[src/core/ifec_defs.vh]
// Constants for the interrupt flag and enable control block
`ifndef IFEC_DEFS_VH
`define IFEC_DEFS_VH
`define IFEC_ADDR_W          4
`define IFEC_GCTL_OFS        4'h0
`define IFEC_FLAG_OFS        4'h1
`define IFEC_ENA_OFS         4'h2
`define IFEC_TIMED_IRQ_DISABLE_ACTIVE_OFS        4'h3
`define IFEC_GCTL_ALT_BIT    15
`define IFEC_GCTL_TIMED_IRQ_DISABLE_ACTIVE_BIT   14
`define IFEC_GCTL_WMASK      16'h801F
`define IFEC_FLAG_WMASK      16'hFFFB
`define IFEC_ENA_WMASK       16'hFFFB
`define IFEC_RESET_VAL       16'h0000
`define IFEC_FLAG_EXT2_BIT   13
`define IFEC_FLAG_EXT1_BIT   4
`define IFEC_IVT_BASE        24'h000014
`define IFEC_AIVT_BASE       24'h000114
`define IFEC_VEC_STEP_SHIFT  1
`define IFEC_IRQ_NUM_W       6
`define IFEC_TIMED_IRQ_DISABLE_ACTIVE_CNT_W      14
`endif

[src/core/ifec_sync.v]
// Two-stage synchroniser for a bank of external pins
`timescale 1ns/100ps
`default_nettype none
module ifec_sync #(
	parameter W = 5
) (
	// Clock and reset
	input  wire         ref_clk_i,
	input  wire         rstn_i,
	// Pins and synchronised copy
	input  wire [W-1:0] pin_i,
	output wire [W-1:0] sync_o
);
	reg [W-1:0] meta_q;
	reg [W-1:0] sync_q;

	// First stage is read only by the second stage
	always @(posedge ref_clk_i or negedge rstn_i)
	begin
		if (!rstn_i)
		begin
			meta_q <= {W{1'b0}};
			sync_q <= {W{1'b0}};
		end
		else
		begin
			meta_q <= pin_i;
			sync_q <= meta_q;
		end
	end

	assign sync_o = sync_q;
endmodule
`default_nettype wire

[src/core/ifec_edge.v]
// Polarity-selectable edge detectors, one per external pin
`timescale 1ns/100ps
`default_nettype none
module ifec_edge #(
	parameter W = 5
) (
	// Clock and reset
	input  wire         ref_clk_i,
	input  wire         rstn_i,
	// Synchronised level and polarity select
	input  wire [W-1:0] level_i,
	input  wire [W-1:0] neg_i,
	// One-cycle edge pulses
	output wire [W-1:0] edge_o
);
	reg [W-1:0] prev_q;
	genvar g;

	// Previous level, reset low so a pin held high at release is an edge
	always @(posedge ref_clk_i or negedge rstn_i)
	begin
		if (!rstn_i)
			prev_q <= {W{1'b0}};
		else
			prev_q <= level_i;
	end

	// Per-pin edge choice
	generate
		for (g = 0; g < W; g = g + 1)
		begin : g_pin
			assign edge_o[g] = neg_i[g] ? (prev_q[g] & ~level_i[g])
				: (~prev_q[g] & level_i[g]);
		end
	endgenerate
endmodule
`default_nettype wire

[src/core/ifec_top.v]
// Interrupt global control, flag status and enable registers
// Overview of operation
// - Vector table select bit 15 set picks alternate table, reset standard.
// - Read-only bit 14 shows timed interrupt disable active, resets zero.
// - Polarity bits 0-4: one means falling edge, zero rising edge.
// - Unimplemented bits read zero and ignore writes.
// - Flag high byte: uart2 tx/rx, ext2, timer5/4, compare4/3, dma2.
// - Flags read one after a request, are read-write, reset to zero.
// - Enable bits 3, 1, 0 gate pin change and i2c master/slave.
// - Vector address is table base plus two bytes per request number.
`include "ifec_defs.vh"
`timescale 1ns/100ps
`default_nettype none
module ifec_top #(
	parameter NEXT = 5
) (
	// Clock and reset
	input  wire                       ref_clk_i,
	input  wire                       rstn_i,
	// Register port
	input  wire [`IFEC_ADDR_W-1:0]    addr_i,
	input  wire [15:0]                wdata_i,
	input  wire                       wr_i,
	input  wire                       rd_i,
	output wire [15:0]                rdata_o,
	// External interrupt pins
	input  wire [NEXT-1:0]            ext_pin_i,
	// Peripheral event pulses, flag layout (bits 13, 4, 2 unused)
	input  wire [15:0]                src_event_i,
	// Timed disable request from the core: load count
	input  wire                       timed_irq_disable_active_load_i,
	input  wire [`IFEC_TIMED_IRQ_DISABLE_ACTIVE_CNT_W-1:0] timed_irq_disable_active_cnt_i,
	// Ext pin 0-4 edge pulses; pins 0/3/4 feed other flag groups
	output wire [NEXT-1:0]            ext_edge_o,
	// Requests towards the core
	output wire [15:0]                irq_req_o,
	output wire                       irq_o,
	output wire                       alt_vector_table_select_o,
	output wire                       timed_irq_disable_active_o,
	// Vector lookup
	input  wire [`IFEC_IRQ_NUM_W-1:0] irq_num_i,
	output wire [23:0]                vec_addr_o
);
	reg  [15:0]                 gctl_q;
	reg  [15:0]                 flag_q;
	reg  [15:0]                 flag_d;
	reg  [15:0]                 ena_q;
	reg  [15:0]                 rdata_q;
	reg  [15:0]                 rdata_d;
	reg  [15:0]                 req_q;
	reg                         irq_q;
	reg  [`IFEC_TIMED_IRQ_DISABLE_ACTIVE_CNT_W-1:0] timed_irq_disable_active_q;
	reg                         timed_irq_disable_active_act_q;
	reg  [NEXT-1:0]             edge_q;
	reg  [23:0]                 vec_q;
	wire [NEXT-1:0]             ext_sync;
	wire [NEXT-1:0]             ext_edge;
	wire [15:0]                 set_vec;
	wire [23:0]                 vec_base;
	wire [23:0]                 vec_off;
	reg  [15:0]                 gctl_d;
	reg  [15:0]                 ena_d;
	// Named fields of the global control register
	wire                        alt_vector_table_select;
	wire                        timed_irq_disable_active;
	wire                        ext_irq0_edge_polarity;
	wire                        ext_irq1_edge_polarity;
	wire                        ext_irq2_edge_polarity;
	wire                        ext_irq3_edge_polarity;
	wire                        ext_irq4_edge_polarity;
	// Named flag bits in register order
	wire                        uart2_tx_flag;
	wire                        uart2_rx_flag;
	wire                        ext_irq2_flag;
	wire                        timer5_flag;
	wire                        timer4_flag;
	wire                        compare4_flag;
	wire                        compare3_flag;
	wire                        dma_ch2_done_flag;
	wire                        capture8_flag;
	wire                        capture7_flag;
	wire                        adc2_done_flag;
	wire                        ext_irq1_flag;
	wire                        pin_change_flag;
	wire                        i2c_master_event_flag;
	wire                        i2c_slave_event_flag;
	// Named enable bits that gate the low sources
	wire                        pin_change_enable;
	wire                        i2c_master_event_enable;
	wire                        i2c_slave_event_enable;
	// Read-back images with reserved bits forced low
	wire [15:0]                 gctl_img;
	wire [15:0]                 flag_img;
	wire [15:0]                 ena_img;

	// Pins cross into the clock domain first
	ifec_sync #(.W(NEXT)) u_sync (
		.ref_clk_i (ref_clk_i),
		.rstn_i    (rstn_i),
		.pin_i     (ext_pin_i),
		.sync_o    (ext_sync)
	);

	// Edge choice per pin follows its polarity bit
	ifec_edge #(.W(NEXT)) u_edge (
		.ref_clk_i (ref_clk_i),
		.rstn_i    (rstn_i),
		.level_i   (ext_sync),
		.neg_i     (gctl_q[NEXT-1:0]),
		.edge_o    (ext_edge)
	);

	// Event sources per flag bit; ext pins 1 and 2 land in this group
	assign set_vec = (src_event_i & `IFEC_FLAG_WMASK
		& ~(16'h0001 << `IFEC_FLAG_EXT2_BIT)
		& ~(16'h0001 << `IFEC_FLAG_EXT1_BIT))
		| ({15'h0000, ext_edge[2]} << `IFEC_FLAG_EXT2_BIT)
		| ({15'h0000, ext_edge[1]} << `IFEC_FLAG_EXT1_BIT);

	// Control next value; bit 14 and bits 13..5 never store a write
	always @*
	begin
		gctl_d = gctl_q;
		if (wr_i && addr_i == `IFEC_GCTL_OFS)
			gctl_d = wdata_i & `IFEC_GCTL_WMASK;
	end

	// Global control register, only select and polarity bits are writable
	always @(posedge ref_clk_i or negedge rstn_i)
	begin
		if (!rstn_i)
			gctl_q <= `IFEC_RESET_VAL;
		else
			gctl_q <= gctl_d;
	end

	// Control fields; disable status comes from the counter, not a write
	assign alt_vector_table_select  = gctl_q[`IFEC_GCTL_ALT_BIT];
	assign timed_irq_disable_active = timed_irq_disable_active_act_q;
	assign ext_irq0_edge_polarity   = gctl_q[0];
	assign ext_irq1_edge_polarity   = gctl_q[1];
	assign ext_irq2_edge_polarity   = gctl_q[2];
	assign ext_irq3_edge_polarity   = gctl_q[3];
	assign ext_irq4_edge_polarity   = gctl_q[4];
	assign gctl_img = {alt_vector_table_select, timed_irq_disable_active,
		9'h000, ext_irq4_edge_polarity, ext_irq3_edge_polarity,
		ext_irq2_edge_polarity, ext_irq1_edge_polarity,
		ext_irq0_edge_polarity};

	// Flag next value: software write, then hardware set wins
	always @*
	begin
		flag_d = flag_q;
		if (wr_i && addr_i == `IFEC_FLAG_OFS)
			flag_d = wdata_i & `IFEC_FLAG_WMASK;
		flag_d = flag_d | set_vec;
	end

	always @(posedge ref_clk_i or negedge rstn_i)
	begin
		if (!rstn_i)
			flag_q <= `IFEC_RESET_VAL;
		else
			flag_q <= flag_d;
	end

	// Enable next value; bit 2 is not implemented
	always @*
	begin
		ena_d = ena_q;
		if (wr_i && addr_i == `IFEC_ENA_OFS)
			ena_d = wdata_i & `IFEC_ENA_WMASK;
	end

	// Enable register
	always @(posedge ref_clk_i or negedge rstn_i)
	begin
		if (!rstn_i)
			ena_q <= `IFEC_RESET_VAL;
		else
			ena_q <= ena_d;
	end

	// Enable fields; upper bits gate the other sources of this group
	assign pin_change_enable       = ena_q[3];
	assign i2c_master_event_enable = ena_q[1];
	assign i2c_slave_event_enable  = ena_q[0];
	assign ena_img = {ena_q[15:4], pin_change_enable, 1'b0,
		i2c_master_event_enable, i2c_slave_event_enable};

	// Flag fields by source, high byte then low byte
	assign uart2_tx_flag         = flag_q[15];
	assign uart2_rx_flag         = flag_q[14];
	assign ext_irq2_flag         = flag_q[`IFEC_FLAG_EXT2_BIT];
	assign timer5_flag           = flag_q[12];
	assign timer4_flag           = flag_q[11];
	assign compare4_flag         = flag_q[10];
	assign compare3_flag         = flag_q[9];
	assign dma_ch2_done_flag     = flag_q[8];
	assign capture8_flag         = flag_q[7];
	assign capture7_flag         = flag_q[6];
	assign adc2_done_flag        = flag_q[5];
	assign ext_irq1_flag         = flag_q[`IFEC_FLAG_EXT1_BIT];
	assign pin_change_flag       = flag_q[3];
	assign i2c_master_event_flag = flag_q[1];
	assign i2c_slave_event_flag  = flag_q[0];
	assign flag_img = {uart2_tx_flag, uart2_rx_flag, ext_irq2_flag,
		timer5_flag, timer4_flag, compare4_flag, compare3_flag,
		dma_ch2_done_flag, capture8_flag, capture7_flag, adc2_done_flag,
		ext_irq1_flag, pin_change_flag, 1'b0, i2c_master_event_flag,
		i2c_slave_event_flag};

	// Timed disable counter: counts cycles, not instructions
	// A zero load ends the window at once
	always @(posedge ref_clk_i or negedge rstn_i)
	begin
		if (!rstn_i)
		begin
			timed_irq_disable_active_q     <= {`IFEC_TIMED_IRQ_DISABLE_ACTIVE_CNT_W{1'b0}};
			timed_irq_disable_active_act_q <= 1'b0;
		end
		else if (timed_irq_disable_active_load_i)
		begin
			timed_irq_disable_active_q     <= timed_irq_disable_active_cnt_i;
			timed_irq_disable_active_act_q <= (timed_irq_disable_active_cnt_i != {`IFEC_TIMED_IRQ_DISABLE_ACTIVE_CNT_W{1'b0}});
		end
		else if (timed_irq_disable_active_act_q)
		begin
			timed_irq_disable_active_q     <= timed_irq_disable_active_q - 1'b1;
			timed_irq_disable_active_act_q <= (timed_irq_disable_active_q != {{(`IFEC_TIMED_IRQ_DISABLE_ACTIVE_CNT_W-1){1'b0}}, 1'b1});
		end
	end

	// Forwarded requests; the core applies the disable window itself
	always @(posedge ref_clk_i or negedge rstn_i)
	begin
		if (!rstn_i)
		begin
			req_q  <= 16'h0000;
			irq_q  <= 1'b0;
			edge_q <= {NEXT{1'b0}};
		end
		else
		begin
			req_q  <= flag_d & ena_q;
			irq_q  <= |(flag_d & ena_q);
			edge_q <= ext_edge;
		end
	end

	// Vector base chosen by table select, two bytes per request
	assign vec_base = gctl_q[`IFEC_GCTL_ALT_BIT] ? `IFEC_AIVT_BASE
		: `IFEC_IVT_BASE;
	assign vec_off = {{(24-`IFEC_IRQ_NUM_W){1'b0}}, irq_num_i}
		<< `IFEC_VEC_STEP_SHIFT;

	// Registered so the core always sees a settled address
	always @(posedge ref_clk_i or negedge rstn_i)
	begin
		if (!rstn_i)
			vec_q <= `IFEC_IVT_BASE;
		else
			vec_q <= vec_base + vec_off;
	end

	// Read mux; unmapped addresses and reserved bits return zero
	always @*
	begin
		rdata_d = 16'h0000;
		case (addr_i)
			`IFEC_GCTL_OFS: rdata_d = gctl_img;
			`IFEC_FLAG_OFS: rdata_d = flag_img;
			`IFEC_ENA_OFS:  rdata_d = ena_img;
			`IFEC_TIMED_IRQ_DISABLE_ACTIVE_OFS:
				rdata_d = {{(16-`IFEC_TIMED_IRQ_DISABLE_ACTIVE_CNT_W){1'b0}}, timed_irq_disable_active_q};
			default:        rdata_d = 16'h0000;
		endcase
	end

	// Data stands one cycle after the strobe only
	always @(posedge ref_clk_i or negedge rstn_i)
	begin
		if (!rstn_i)
			rdata_q <= 16'h0000;
		else if (rd_i)
			rdata_q <= rdata_d;
		else
			rdata_q <= 16'h0000;
	end

	// Registered outputs only
	assign rdata_o                    = rdata_q;
	assign irq_req_o                  = req_q;
	assign irq_o                      = irq_q;
	assign alt_vector_table_select_o  = alt_vector_table_select;
	assign timed_irq_disable_active_o = timed_irq_disable_active;
	assign ext_edge_o                 = edge_q;
	assign vec_addr_o                 = vec_q;
endmodule
`default_nettype wire

[config.mk]
export PLATFORM = sky130hd
export DESIGN_NAME = ifec_top
export DESIGN_NICKNAME = d
export VERILOG_FILES = /design/src/core/ifec_sync.v /design/src/core/ifec_edge.v /design/src/core/ifec_top.v
export VERILOG_INCLUDE_DIRS = /design/src /design/src/core
export SDC_FILE = /design/constraint.sdc
export NUM_CORES = 1
export LEC_CHECK = 0
export BUFFER_PORTS_ARGS = -buffer_cell sky130_fd_sc_hd__clkbuf_2
export CORE_MARGIN = 3
export CORE_UTILIZATION = 49
export CTS_BUF_LIST = sky130_fd_sc_hd__clkbuf_4
export DETAILED_ROUTE_END_ITERATION = 10
export PLACE_DENSITY = 0.76
export SYNTH_ARGS = -nofsm -noshare
export SYNTH_HDL_FRONTEND = slang
export SYNTH_HIERARCHICAL = 1
export SYNTH_SLANG_ARGS = --single-unit
export TNS_END_PERCENT = 30
[constraint.sdc]
create_clock -name ref_clk_i -period 1.85 [get_ports ref_clk_i]
set_input_delay 0.2775 -clock ref_clk_i [delete_from_list [all_inputs] [get_ports ref_clk_i]]
set_output_delay 0.2775 -clock ref_clk_i [all_outputs]
set_load 0.03 [all_outputs]
Word level (Yosys, flattened, before mapping) --
Index checks and enable logic that the tools add are counted.
Storage, ports and cells: bits in registers 115, input port bits 66, output and inout port bits 64, logic and storage cells 63
Cells by class: equal/unequal tests 4, reductions and logical operators 7, bitwise gates (word level) 24, mux-type cells 13, add/sub/neg operators 2
Operators with widths (count):
- $pmux W16 S4 | 1
- $mux W16 | 2
- $mux W14 | 2
- $and A16 B16 Y16 | 1
- $or A16 B14 Y16 | 1
- $or A16 B16 Y16 | 1
- $or A16 B5 Y16 | 1
- $reduce_or A16 Y1 | 1
- $ne A14 B1 Y1 const B | 1
- $reduce_bool A14 Y1 | 1
- $sub A14 B1 Y14 const B | 1
- $add A9 B7 Y10 | 1
- $and A1 B1 Y1 | 10
- $not A1 Y1 | 10
- $mux W9 | 1
- $eq A4 B2 Y1 const B | 2
- $mux W1 | 7
- $eq A4 B1 Y1 const B | 1
- $logic_not A4 Y1 | 1
- $logic_and A1 B1 Y1 | 3
- $reduce_bool A2 Y1 | 1

Longest topological paths before layout --
Gate-level depths: netlist of the first run.
depth after elaboration 8, mapped depth 6, depth with buffers taken out 6

Hierarchy --
Netlist of the first run, hierarchy kept.
Modules (own cells, without submodules):
- ifec_top | seq. area each 2404.8 sq um, area each 4144.0 sq um, cells each 358, times used 1
- ifec_sync | seq. area each 250.2 sq um, area each 250.2 sq um, cells each 10, times used 1
- ifec_edge | seq. area each 125.1 sq um, area each 234.0 sq um, cells each 20, times used 1

Worst setup path before layout of the first run --
Ideal clock, no wire load.
path type input port to flip-flop, start in addr_i[1], end reg irq_q, in the netlist irq_o, library setup time 139 ps, slack -116 ps, stages on the path 6, arrival 1827 ps, path buffers 1, data required time 1711 ps, path through nor4b_4 -> buf_6 -> a21boi_1 -> o31ai_1 -> o2111ai_1 -> or4_1
Between the ends: longest elaborated chain between the ends 6
Ends and longest elaborated chain:
- start: declaration | RTL line ifec_top.v:21 | input wire [`IFEC_ADDR_W-1:0] addr_i,
- $eq A4 B1 Y1
- $logic_and A1 B1 Y1 (no line)
- $mux W16 | RTL line ifec_top.v:154 | if (wr_i && addr_i == `IFEC_FLAG_OFS)
- $or A16 B16 Y16 | RTL line ifec_top.v:156 | flag_d = flag_d | set_vec;
- $and A16 B16 Y16 | RTL line ifec_top.v:246 | irq_q <= |(flag_d & ena_q);
- $reduce_or A16 Y1 | RTL line ifec_top.v:246
- end signal: assignment | RTL line ifec_top.v:246
- end: declaration | RTL line ifec_top.v:51 | reg irq_q;
No other way between the ends. A chain may end at the register's enable or synchronous reset.

Final worst setup path of the first run --
start in addr_i[2], end reg irq_q, in the netlist irq_o
Same word-level chain as after synthesis.

==> metrics.txt, run 1 <==
Worst Max-Slew Pin Slew=roughly 0.62 ns; GR Overflow Total=0; ANT cells=0; Inserted Clock Buffers=9; total track usage=20.8%; initial antenna violation count=0; Avg Cell Area, Syn=about 12 um2; Layout fillers=approximately 700; vias in the first global route=3472; Starting Density=about half; # DRC=0; Placement Rows=34; mapped cell area=between 4000 and 5000 um2; Synth Flop Type=dfrtp_1; Lkg Pwr=around 2.7 nW; CP max-delay cell=nor4b_4; crit path capture type=flip-flop; CTS tree=yes; dpl hpwl=between 7000 and 8000 um; total design power=between 5 and 6 mW; die span in y=about 100 um; cell taking the most area after synthesis=dfrtp_1; Switching Share=between 30% and 40%; Cells after Synth=388; top cells by area, synth=dfrtp_1 (59%), mux2_2 (5.1%), buf_4 (2.9%), o21ai_0 (2.5%), a222oi_1 (2.4%); Post-Route WL=roughly 11000 um; largest net degree at the start of global routing=71; Tcrit/Tclk final=between 90% and 100%; register share of total power=56.5%; Layout Utilization=between 60% and 70%; Syn. warnings=6; Clock Power Share=approximately a fifth; Tightest Hold Check Type=in -> reg; Slew Limit Fails=0; CP required=about 2.2 ns; Max-slew headroom=between 50% and 60%; status=finished clean; area grow syn2layout=24.1%; core area=~9000 um2; Pre-Repair DR Iteration Count=7; minimum clock period=1.84 ns; Internal=about 3.4 mW; Setup CP Type=in -> reg; Clock Pin Slew Worst Setup and Hold Paths=between 0.15 and 0.2 ns; Critical Path Start Type=input port; root buffer selected by CTS=clkbuf_4; antenna-violating nets left=0; clk sinks=between 100 and 150; CTS Buffer Depth=2; crit path cell chain=clkbuf_2 -> nor4b_4 -> a21boi_1 -> o31a_1 -> or3_1 -> or4_1; routed vias/inst=between 5 and 6; WHS=between 0.03 and 0.04 ns; CTS HTree Levels=3; Net Switching=approximately 1.7 mW; Top delay family on crit path=simple AND/OR/NAND/NOR gates; Yosys top cell area share=between 50% and 60%; register area share after synthesis=60.1%; routability cong.=between 0.8 and 0.9; share of synthesized registers carrying an async set or reset=100%; I/O Buffers=between 100 and 150; Clk Latency, worst-skew pair=~0.47 ns; Detailed Route Iter0 Violations=254; share of cells above drive strength 1=38.2%; most frequent cells in the layout=dfrtp_1 (109), clkbuf_2 (108), nand2_1 (28); vias=about 3500; Hold Fails Final Rpt=0; maximum VDD drop=approximately 400 uV; num ports=130; first-pass GRT wire length=between 15000 and 20000 um; fmax=roughly 540 MHz; Max-Cap Viols=0; CP Max Fanout=8; flops & latches, synth=around 110; pwr/cell area=roughly 890 nW/um2; buffer and inverter count on the worst path=1; combinational fraction of design power=about 23%; Layout Nets=between 600 and 700; RSZ-0062 raised after global routing=true; die width=just over 100 um; number of synthesized flops with an enable pin=0; most common cell after layout, fill and taps aside=dfrtp_1; Arr. time, crit path=approximately 2.2 ns; Wirelength per Cell=~17 um; skew final=0.0282 ns; die area=10600 um2; Final setup viols=0; Yosys cell types=42; slowest stage delay, CP=~0.56 ns
[power groups by stage]
| stage | clock network [mW] | registers [mW] | logic [mW] |
|---|---|---|---|
| floorplan | 0 | 3.15 | 0.467 |
| global placement | 0 | 2.92 | 1.12 |
| detailed placement | 0 | 2.93 | 1.15 |
| CTS | 1.10 | 2.88 | 1.17 |
| global route | 1.20 | 2.93 | 1.28 |
| finish | 1.05 | 2.89 | 1.18 |
[worst paths after layout]
kind | cells past startpoint | slack, ns | start | to
worst max-delay path | 6 | 0.007 | addr_i[2] | irq_o
worst min-delay path | 2 | 0.04 | wdata_i[2] | gctl_q[2]
worst max register to register | 4 | 0.02 | timed_irq_disable_active_q[8] | timed_irq_disable_active_o
worst min register to register | 0 | 0.37 | u_sync/meta_q[0] | u_sync/sync_o[0]
max in group asynchronous | 3 | 1.17 | rstn_i | vec_addr_o[4]
min in group asynchronous | 2 | 0.32 | rstn_i | vec_addr_o[2]
[what timing repair did]
item	in CTS	in global routing
endpoints found under the setup margin	0	6
resized for setup	0	10
buffers inserted	0	1
hold endpoints to repair	122	0
hold buffers	12	0
[synth_stat cells (all sizes together), types with 2 or more instances]
cell,number
a21boi,12
or3,6
inv,17
dfstp,2
and3,8
or2,8
clkbuf,12
nand3b,2
nand3,2
nand4,3
o31ai,3
nor2,24
a31o,8
nand2b,6
o2111ai,2
a22oi,9
xor2,4
ha,3
nor4,6
nor3,2
o31a,3
or4,2
mux2,21
a21oi,6
nand2,28
xnor2,11
dfrtp,109
buf,21
a211oi,2
a222oi,11
o22ai,4
o21ai,25
[state kept, by name, indices dropped and copies added, names as in the netlist, 5 cells and up]
| signal | count |
|---|---|
| flag_q | 15 |
| vec_addr_o | 8 |
| u_sync/meta_q | 5 |
| rdata_o | 16 |
| ext_edge_o | 5 |
| u_sync/sync_o | 5 |
| u_edge/prev_q | 5 |
| irq_req_o | 15 |
| gctl_q | 6 |
| timed_irq_disable_active_q | 14 |
| ena_q | 15 |
[layout make-up]
class | instances | area, um2 | share of cell area [%]
sequential | 111 | 2780 | 48.4
multi-input combinational | 243 | 1660 | 28.9
timing repair buffer | 153 | 988 | 17.2
tap | 108 | 135 | 2.35
clock buffer | 9 | 67.6 | 1.18
inverter | 17 | 63.8 | 1.11
clock inverter | 6 | 45.0 | 0.784
[kinds of logic (layout without fill, tap and decap cells)]
logic type | after synthesis | in the layout | share of synthesized area, %
buffers and inverters | 50 | 185 | 5.87
multiplexers | 21 | 21 | 5.11
adder cells (fa/ha/maj) | 3 | 3 | 0.811
other | 1 | 17 | 0.0810
AO/OA/AOI/OAI | 88 | 88 | 14.3
AND/OR/NAND/NOR | 99 | 99 | 10.9
XOR/XNOR | 15 | 15 | 2.84
flip-flops | 111 | 111 | 60.1
[per-stage QoR]
step | instances | worst slack [ns] | instance area [um2] | setup TNS, ns
floorplan | 404 | -0.116 | 4690 | -0.116
global placement | 618 | -0.478 | 5450 | -0.478
detailed placement | 618 | -0.527 | 5450 | -0.542
CTS | 645 | 0.00278 | 5680 | 0
global route | 647 | -0.0335 | 5740 | -0.0818
finish | 647 | 0.00664 | 5740 | 0
[layer usage]
metal / up-vias / global-route usage [%] / wire (um)
met2: 160 / 34.7 / 5460
met3: 15 / 3.96 / 879
met5: - / 0 / 0
met4: 0 / 7.17 / 183
met1: 1686 / 27.5 / 4270
li1: 1643 / - / -
(Power assumes the default switching activity.)
==> inputs of run 2 (changes only) <==
--- a/config.mk
+++ b/config.mk
@@ -8,10 +8,10 @@
 export LEC_CHECK = 0
 export BUFFER_PORTS_ARGS = -buffer_cell sky130_fd_sc_hd__clkbuf_2
 export CORE_MARGIN = 3
-export CORE_UTILIZATION = 49
+export CORE_UTILIZATION = 58
 export CTS_BUF_LIST = sky130_fd_sc_hd__clkbuf_4
 export DETAILED_ROUTE_END_ITERATION = 10
-export PLACE_DENSITY = 0.76
+export PLACE_DENSITY = 0.85
 export SYNTH_ARGS = -nofsm -noshare
 export SYNTH_HDL_FRONTEND = slang
 export SYNTH_HIERARCHICAL = 1
==> constraint.sdc (replaced) <==
create_clock -name ref_clk_i -period 2.29 [get_ports ref_clk_i]
set_input_delay 0.3435 -clock ref_clk_i [delete_from_list [all_inputs] [get_ports ref_clk_i]]
set_output_delay 0.3435 -clock ref_clk_i [all_outputs]
set_load 0.03 [all_outputs]
==> metrics.txt, run 2 (same netlist as run 1, synthesis figures left out) <==
maximum VDD drop=around 370 uV; WHS=between 0.02 and 0.03 ns; Wirelength per Cell=around 17 um; Layout Nets=586; CP required=roughly 2.6 ns; largest net degree at the start of global routing=43; antenna-violating nets left=0; Setup CP Type=in -> reg; crit path capture type=flip-flop; skew final=approximately 0.013 ns; Post-Place Cell Area=5320 um2; CTS Buffer Depth=2; most common cell after layout, fill and taps aside=dfrtp_1; FF-to-FF End=timed_irq_disable_active_q[11]; RSZ-0062 raised after global routing=false; die width=roughly 95 um; Hold Fails Final Rpt=0; Arr. time, crit path=between 2 and 3 ns; CTS tree=yes; most frequent cells in the layout=dfrtp_1 (109), clkbuf_2 (108), nand2_1 (28); die area=9090 um2; Reg2Reg Setup Slack=0.31 ns; total track usage=about a quarter; die span in y=95.3 um; share of cells above drive strength 1=36.2%; Final setup viols=0; Worst Setup EP=irq_o; minimum clock period=2.18 ns; dpl hpwl=between 7000 and 8000 um; Post-Route WL=10700 um; initial antenna violation count=0; Max-slew headroom=between 50% and 60%; Worst Max-Slew Pin Slew=0.688 ns; # DRC=0; area grow syn2layout=19.4%; vias=around 3500; clk sinks=111; ANT cells=0; post-CTS setup buffer count=0; cts repair resizes=0; routability cong.=between 0.8 and 0.9; Pre-Repair DR Iteration Count=6; Critical Path Start Type=input port; core area=about 7500 um2; Slew Limit Fails=0; Inserted Clock Buffers=9; routed vias/inst=~5.6; Total Negative Setup Slacks=0 ns; Detailed Route Iter0 Violations=roughly 300; num ports=130; I/O Buffers=109; first-pass GRT wire length=around 17000 um; Tcrit/Tclk final=a little over nine tenths; total design power=~4.2 mW; Clk Latency, worst-skew pair=roughly 0.45 ns; vias in the first global route=3559; post-route cell area=roughly 5500 um2; Worst Reg-to-Reg Cells=5; pwr/cell area=758 nW/um2; placed cell count=about 600; Tightest Hold Check Type=in -> reg; Layout Utilization=roughly 74%; root buffer selected by CTS=clkbuf_4; Clock Pin Slew Worst Setup and Hold Paths=~0.15 ns; fmax=459 MHz; Starting Density=61.8%; max FFs per register=16; worst setup margin=0.112 ns; final cell count without fillers=between 600 and 700; GR Overflow Total=0; Placement Rows=31; worst r2r src=timed_irq_disable_active_q[5]; CTS HTree Levels=3; Lkg Pwr=~2.6 nW; Setup WS pre-CTS=-0.291 ns; first element of the critical path=addr_i[1]; CP Max Fanout=25; status=finished clean; Max-Cap Viols=0
run 2: repair_timing:
item | 4_1_cts | 5_1_grt
hold buffers | 7 | 0
endpoints found under the setup margin | 0 | 0
endpoints found under the hold margin | 43 | 0
run 2: worst min-delay path by stage:
stage                     start                to  slack (ns)  cells after the start
3_3_place_gp   u_sync/meta_q[0]  u_sync/sync_o[0]        0.33                      0
6_report           irq_num_i[1]     vec_addr_o[2]        0.03                      2
2_1_floorplan            rstn_i          ena_q[0]        0.05                      0
5_1_grt            irq_num_i[1]     vec_addr_o[2]       0.009                      2
4_1_cts            irq_num_i[1]     vec_addr_o[2]        0.01                      2
3_5_place_dp   u_sync/meta_q[3]  u_sync/sync_o[3]        0.33                      0
run 2: cell type report:
class / instances / area (um2)
Sequential cell: 111 / 2780
Fill cell: 554 / 1960
Multi-Input combinational cell: 243 / 1640
Timing Repair Buffer: 135 / 786
Tap cell: 99 / 124
Clock buffer: 10 / 75.1
Inverter: 17 / 63.8
Clock inverter: 6 / 60.1
run 2: worst max-delay path: stages:
cell,delay [ns]
clkbuf_2,0.13
nor4b_4,0.66
buf_12,0.25
nand2_1,0.11
a211oi_2,0.35
o2111ai_1,0.17
or4_1,0.49
run 2: power by group:
part / internal (mW) / switching, mW
combinational: 0.333 / 0.550
sequential: 2.19 / 0.173
clock: 0.343 / 0.603
total: 2.86 / 1.33
run 2: layer usage:
layer	part of all wire, %	track usage (%)
met3	7.6	4.34
met5	0	0
met1	39	32.2
met2	52	41.9
met4	1.4	8.77
==> inputs of run 3 (changes only) <==
--- a/config.mk
+++ b/config.mk
@@ -12,6 +12,7 @@
 export CTS_BUF_LIST = sky130_fd_sc_hd__clkbuf_4
 export DETAILED_ROUTE_END_ITERATION = 10
 export PLACE_DENSITY = 0.85
+export REMOVE_ABC_BUFFERS = 1
 export SYNTH_ARGS = -nofsm -noshare
 export SYNTH_HDL_FRONTEND = slang
 export SYNTH_HIERARCHICAL = 1
==> metrics.txt, run 3 (same netlist as run 1, synthesis figures left out) <==
ANT cells=0; Lkg Pwr=2.67 nW; routability cong.=0.943; Placement Rows=31; cts repair resizes=0; status=finished clean; die area=between 9000 and 10000 um2; crit path capture type=flip-flop; area grow syn2layout=20.5%; Reg2Reg Setup Slack=slightly above 0.3 ns; Clock Pin Slew Worst Setup and Hold Paths=~0.17 ns; routed vias/inst=5.61; total track usage=between 20% and 30%; CTS tree=yes; initial antenna violation count=0; Internal=~2.9 mW; root buffer selected by CTS=clkbuf_4; dpl hpwl=about 7600 um; maximum VDD drop=approximately 430 uV; Hold Crit Start=irq_num_i[3]; Wirelength per Cell=16.8 um; fmax=between 400 and 500 MHz; worst setup margin=0.101 ns; vias=3512; pwr/cell area=roughly 760 nW/um2; worst r2r src=timed_irq_disable_active_q[8]; FF-to-FF End=timed_irq_disable_active_q[13]; Max-slew headroom=just over 50%; CTS HTree Levels=3; clk sinks=111; Worst Reg-to-Reg Cells=5; Worst Max-Slew Pin Slew=around 0.72 ns; RSZ-0062 raised after global routing=false; Slew Limit Fails=0; most frequent cells in the layout=dfrtp_1 (109), clkbuf_2 (108), nand2_1 (28); Inserted Clock Buffers=9; CTS Buffer Depth=2; WHS=around 0.05 ns; final cell count without fillers=626; skew final=~0.012 ns; Setup WS pre-CTS=-0.442 ns; Post-Route WL=roughly 11000 um; max FFs per register=16; largest net degree at the start of global routing=77; most common cell after layout, fill and taps aside=dfrtp_1; core area=7490 um2; GR Overflow Total=0; Arr. time, crit path=approximately 2.5 ns; Setup CP Type=in -> reg; first-pass GRT wire length=~17000 um; Net Switching=roughly 1.4 mW; Clk Latency, worst-skew pair=about 0.45 ns; Clock Power Share=between 20% and 30%; Starting Density=61.8%; Tightest Hold Check Type=in -> reg; vias in the first global route=3533; # DRC=0; Layout Nets=around 600; Worst Hold Depth=2; Final setup viols=0; register share of total power=between 50% and 60%; share of cells above drive strength 1=36.8%; Switching Share=around a third; Pre-Repair DR Iteration Count=5; die width=95.3 um; placed cell count=600; Hold Fails Final Rpt=0; minimum clock period=approximately 2.2 ns; Layout Utilization=between 70% and 80%; Max-Cap Viols=0; Critical Path Start Type=input port; I/O Buffers=between 100 and 150; Detailed Route Iter0 Violations=about 200; die span in y=~95 um; Worst Hold End=vec_addr_o[4]; antenna-violating nets left=0; num ports=130; combinational fraction of design power=between 20% and 30%; Tcrit/Tclk final=between 90% and 100%; CP required=roughly 2.6 ns; CP Max Fanout=13
run 3: changes by cell type in the layout (fill, tap and decap cells not counted):
cell,previous run,this run
buf_4,18,22
dlygate4sd3_1,7,8
inv_8,0,1
clkinv_4,0,1
inv_6,1,2
clkbuf_4,10,9
clkinv_2,2,1
clkinv_1,1,0
run 3: stage by stage:
stage | cell area [um2] | power [mW] | setup TNS, ns
global route | 5580 | 4.44 | 0
detailed placement | 5340 | 3.26 | -0.442
global placement | 5340 | 3.23 | -0.381
CTS | 5560 | 4.27 | 0
finish | 5580 | 4.25 | 0
floorplan | 4480 | 2.88 | -0.455
run 3: final cells by class:
type,instances,area [um2]
Multi-Input combinational cell,243,1640
Fill cell,537,1910
Inverter,17,63.8
Sequential cell,111,2780
Tap cell,99,124
Clock buffer,9,67.6
Clock inverter,7,80.1
Timing Repair Buffer,140,826
run 3: how the worst max path moves through the flow:
stage,depth (start not counted),startpoint,slack [ns],end
after floorplan,5,addr_i[1],-0.45,irq_o
after global placement,7,addr_i[1],-0.38,irq_o
after detailed placement,7,addr_i[1],-0.44,irq_o
after CTS,7,addr_i[1],0.05,irq_o
after global routing,7,addr_i[3],0.01,irq_o
final,7,addr_i[3],0.10,irq_o
run 3: timing repair:
item                       in CTS  in global routing
hold buffers                    8                  0
setup endpoints to repair       0                  1
hold endpoints to repair       42                  0
setup buffers                   0                  2
run 3: metal layers:
layer	track usage, %	vias up	part of all wire (%)
met5	0	-	0
met4	11.8	0	2.4
met3	3.71	23	7.5
met2	39.2	177	49
met1	33.2	1701	41
li1	-	1611	-
run 3: critical path, cell delays in order:
cell       delay (ns)
clkbuf_2         0.11
nor4b_4          0.68
buf_4            0.27
a21boi_0         0.11
o21ai_0          0.31
o2111ai_1        0.19
or4_1            0.52
run 3: power groups by stage:
stage                     logic (mW)  clock network [mW]  registers [mW]
after floorplan                0.337                   0            2.54
after global placement         0.851                   0            2.38
after detailed placement       0.875                   0            2.39
after CTS                      0.888                1.03            2.35
after global routing           0.966                1.10            2.38
final                          0.885                1.01            2.35
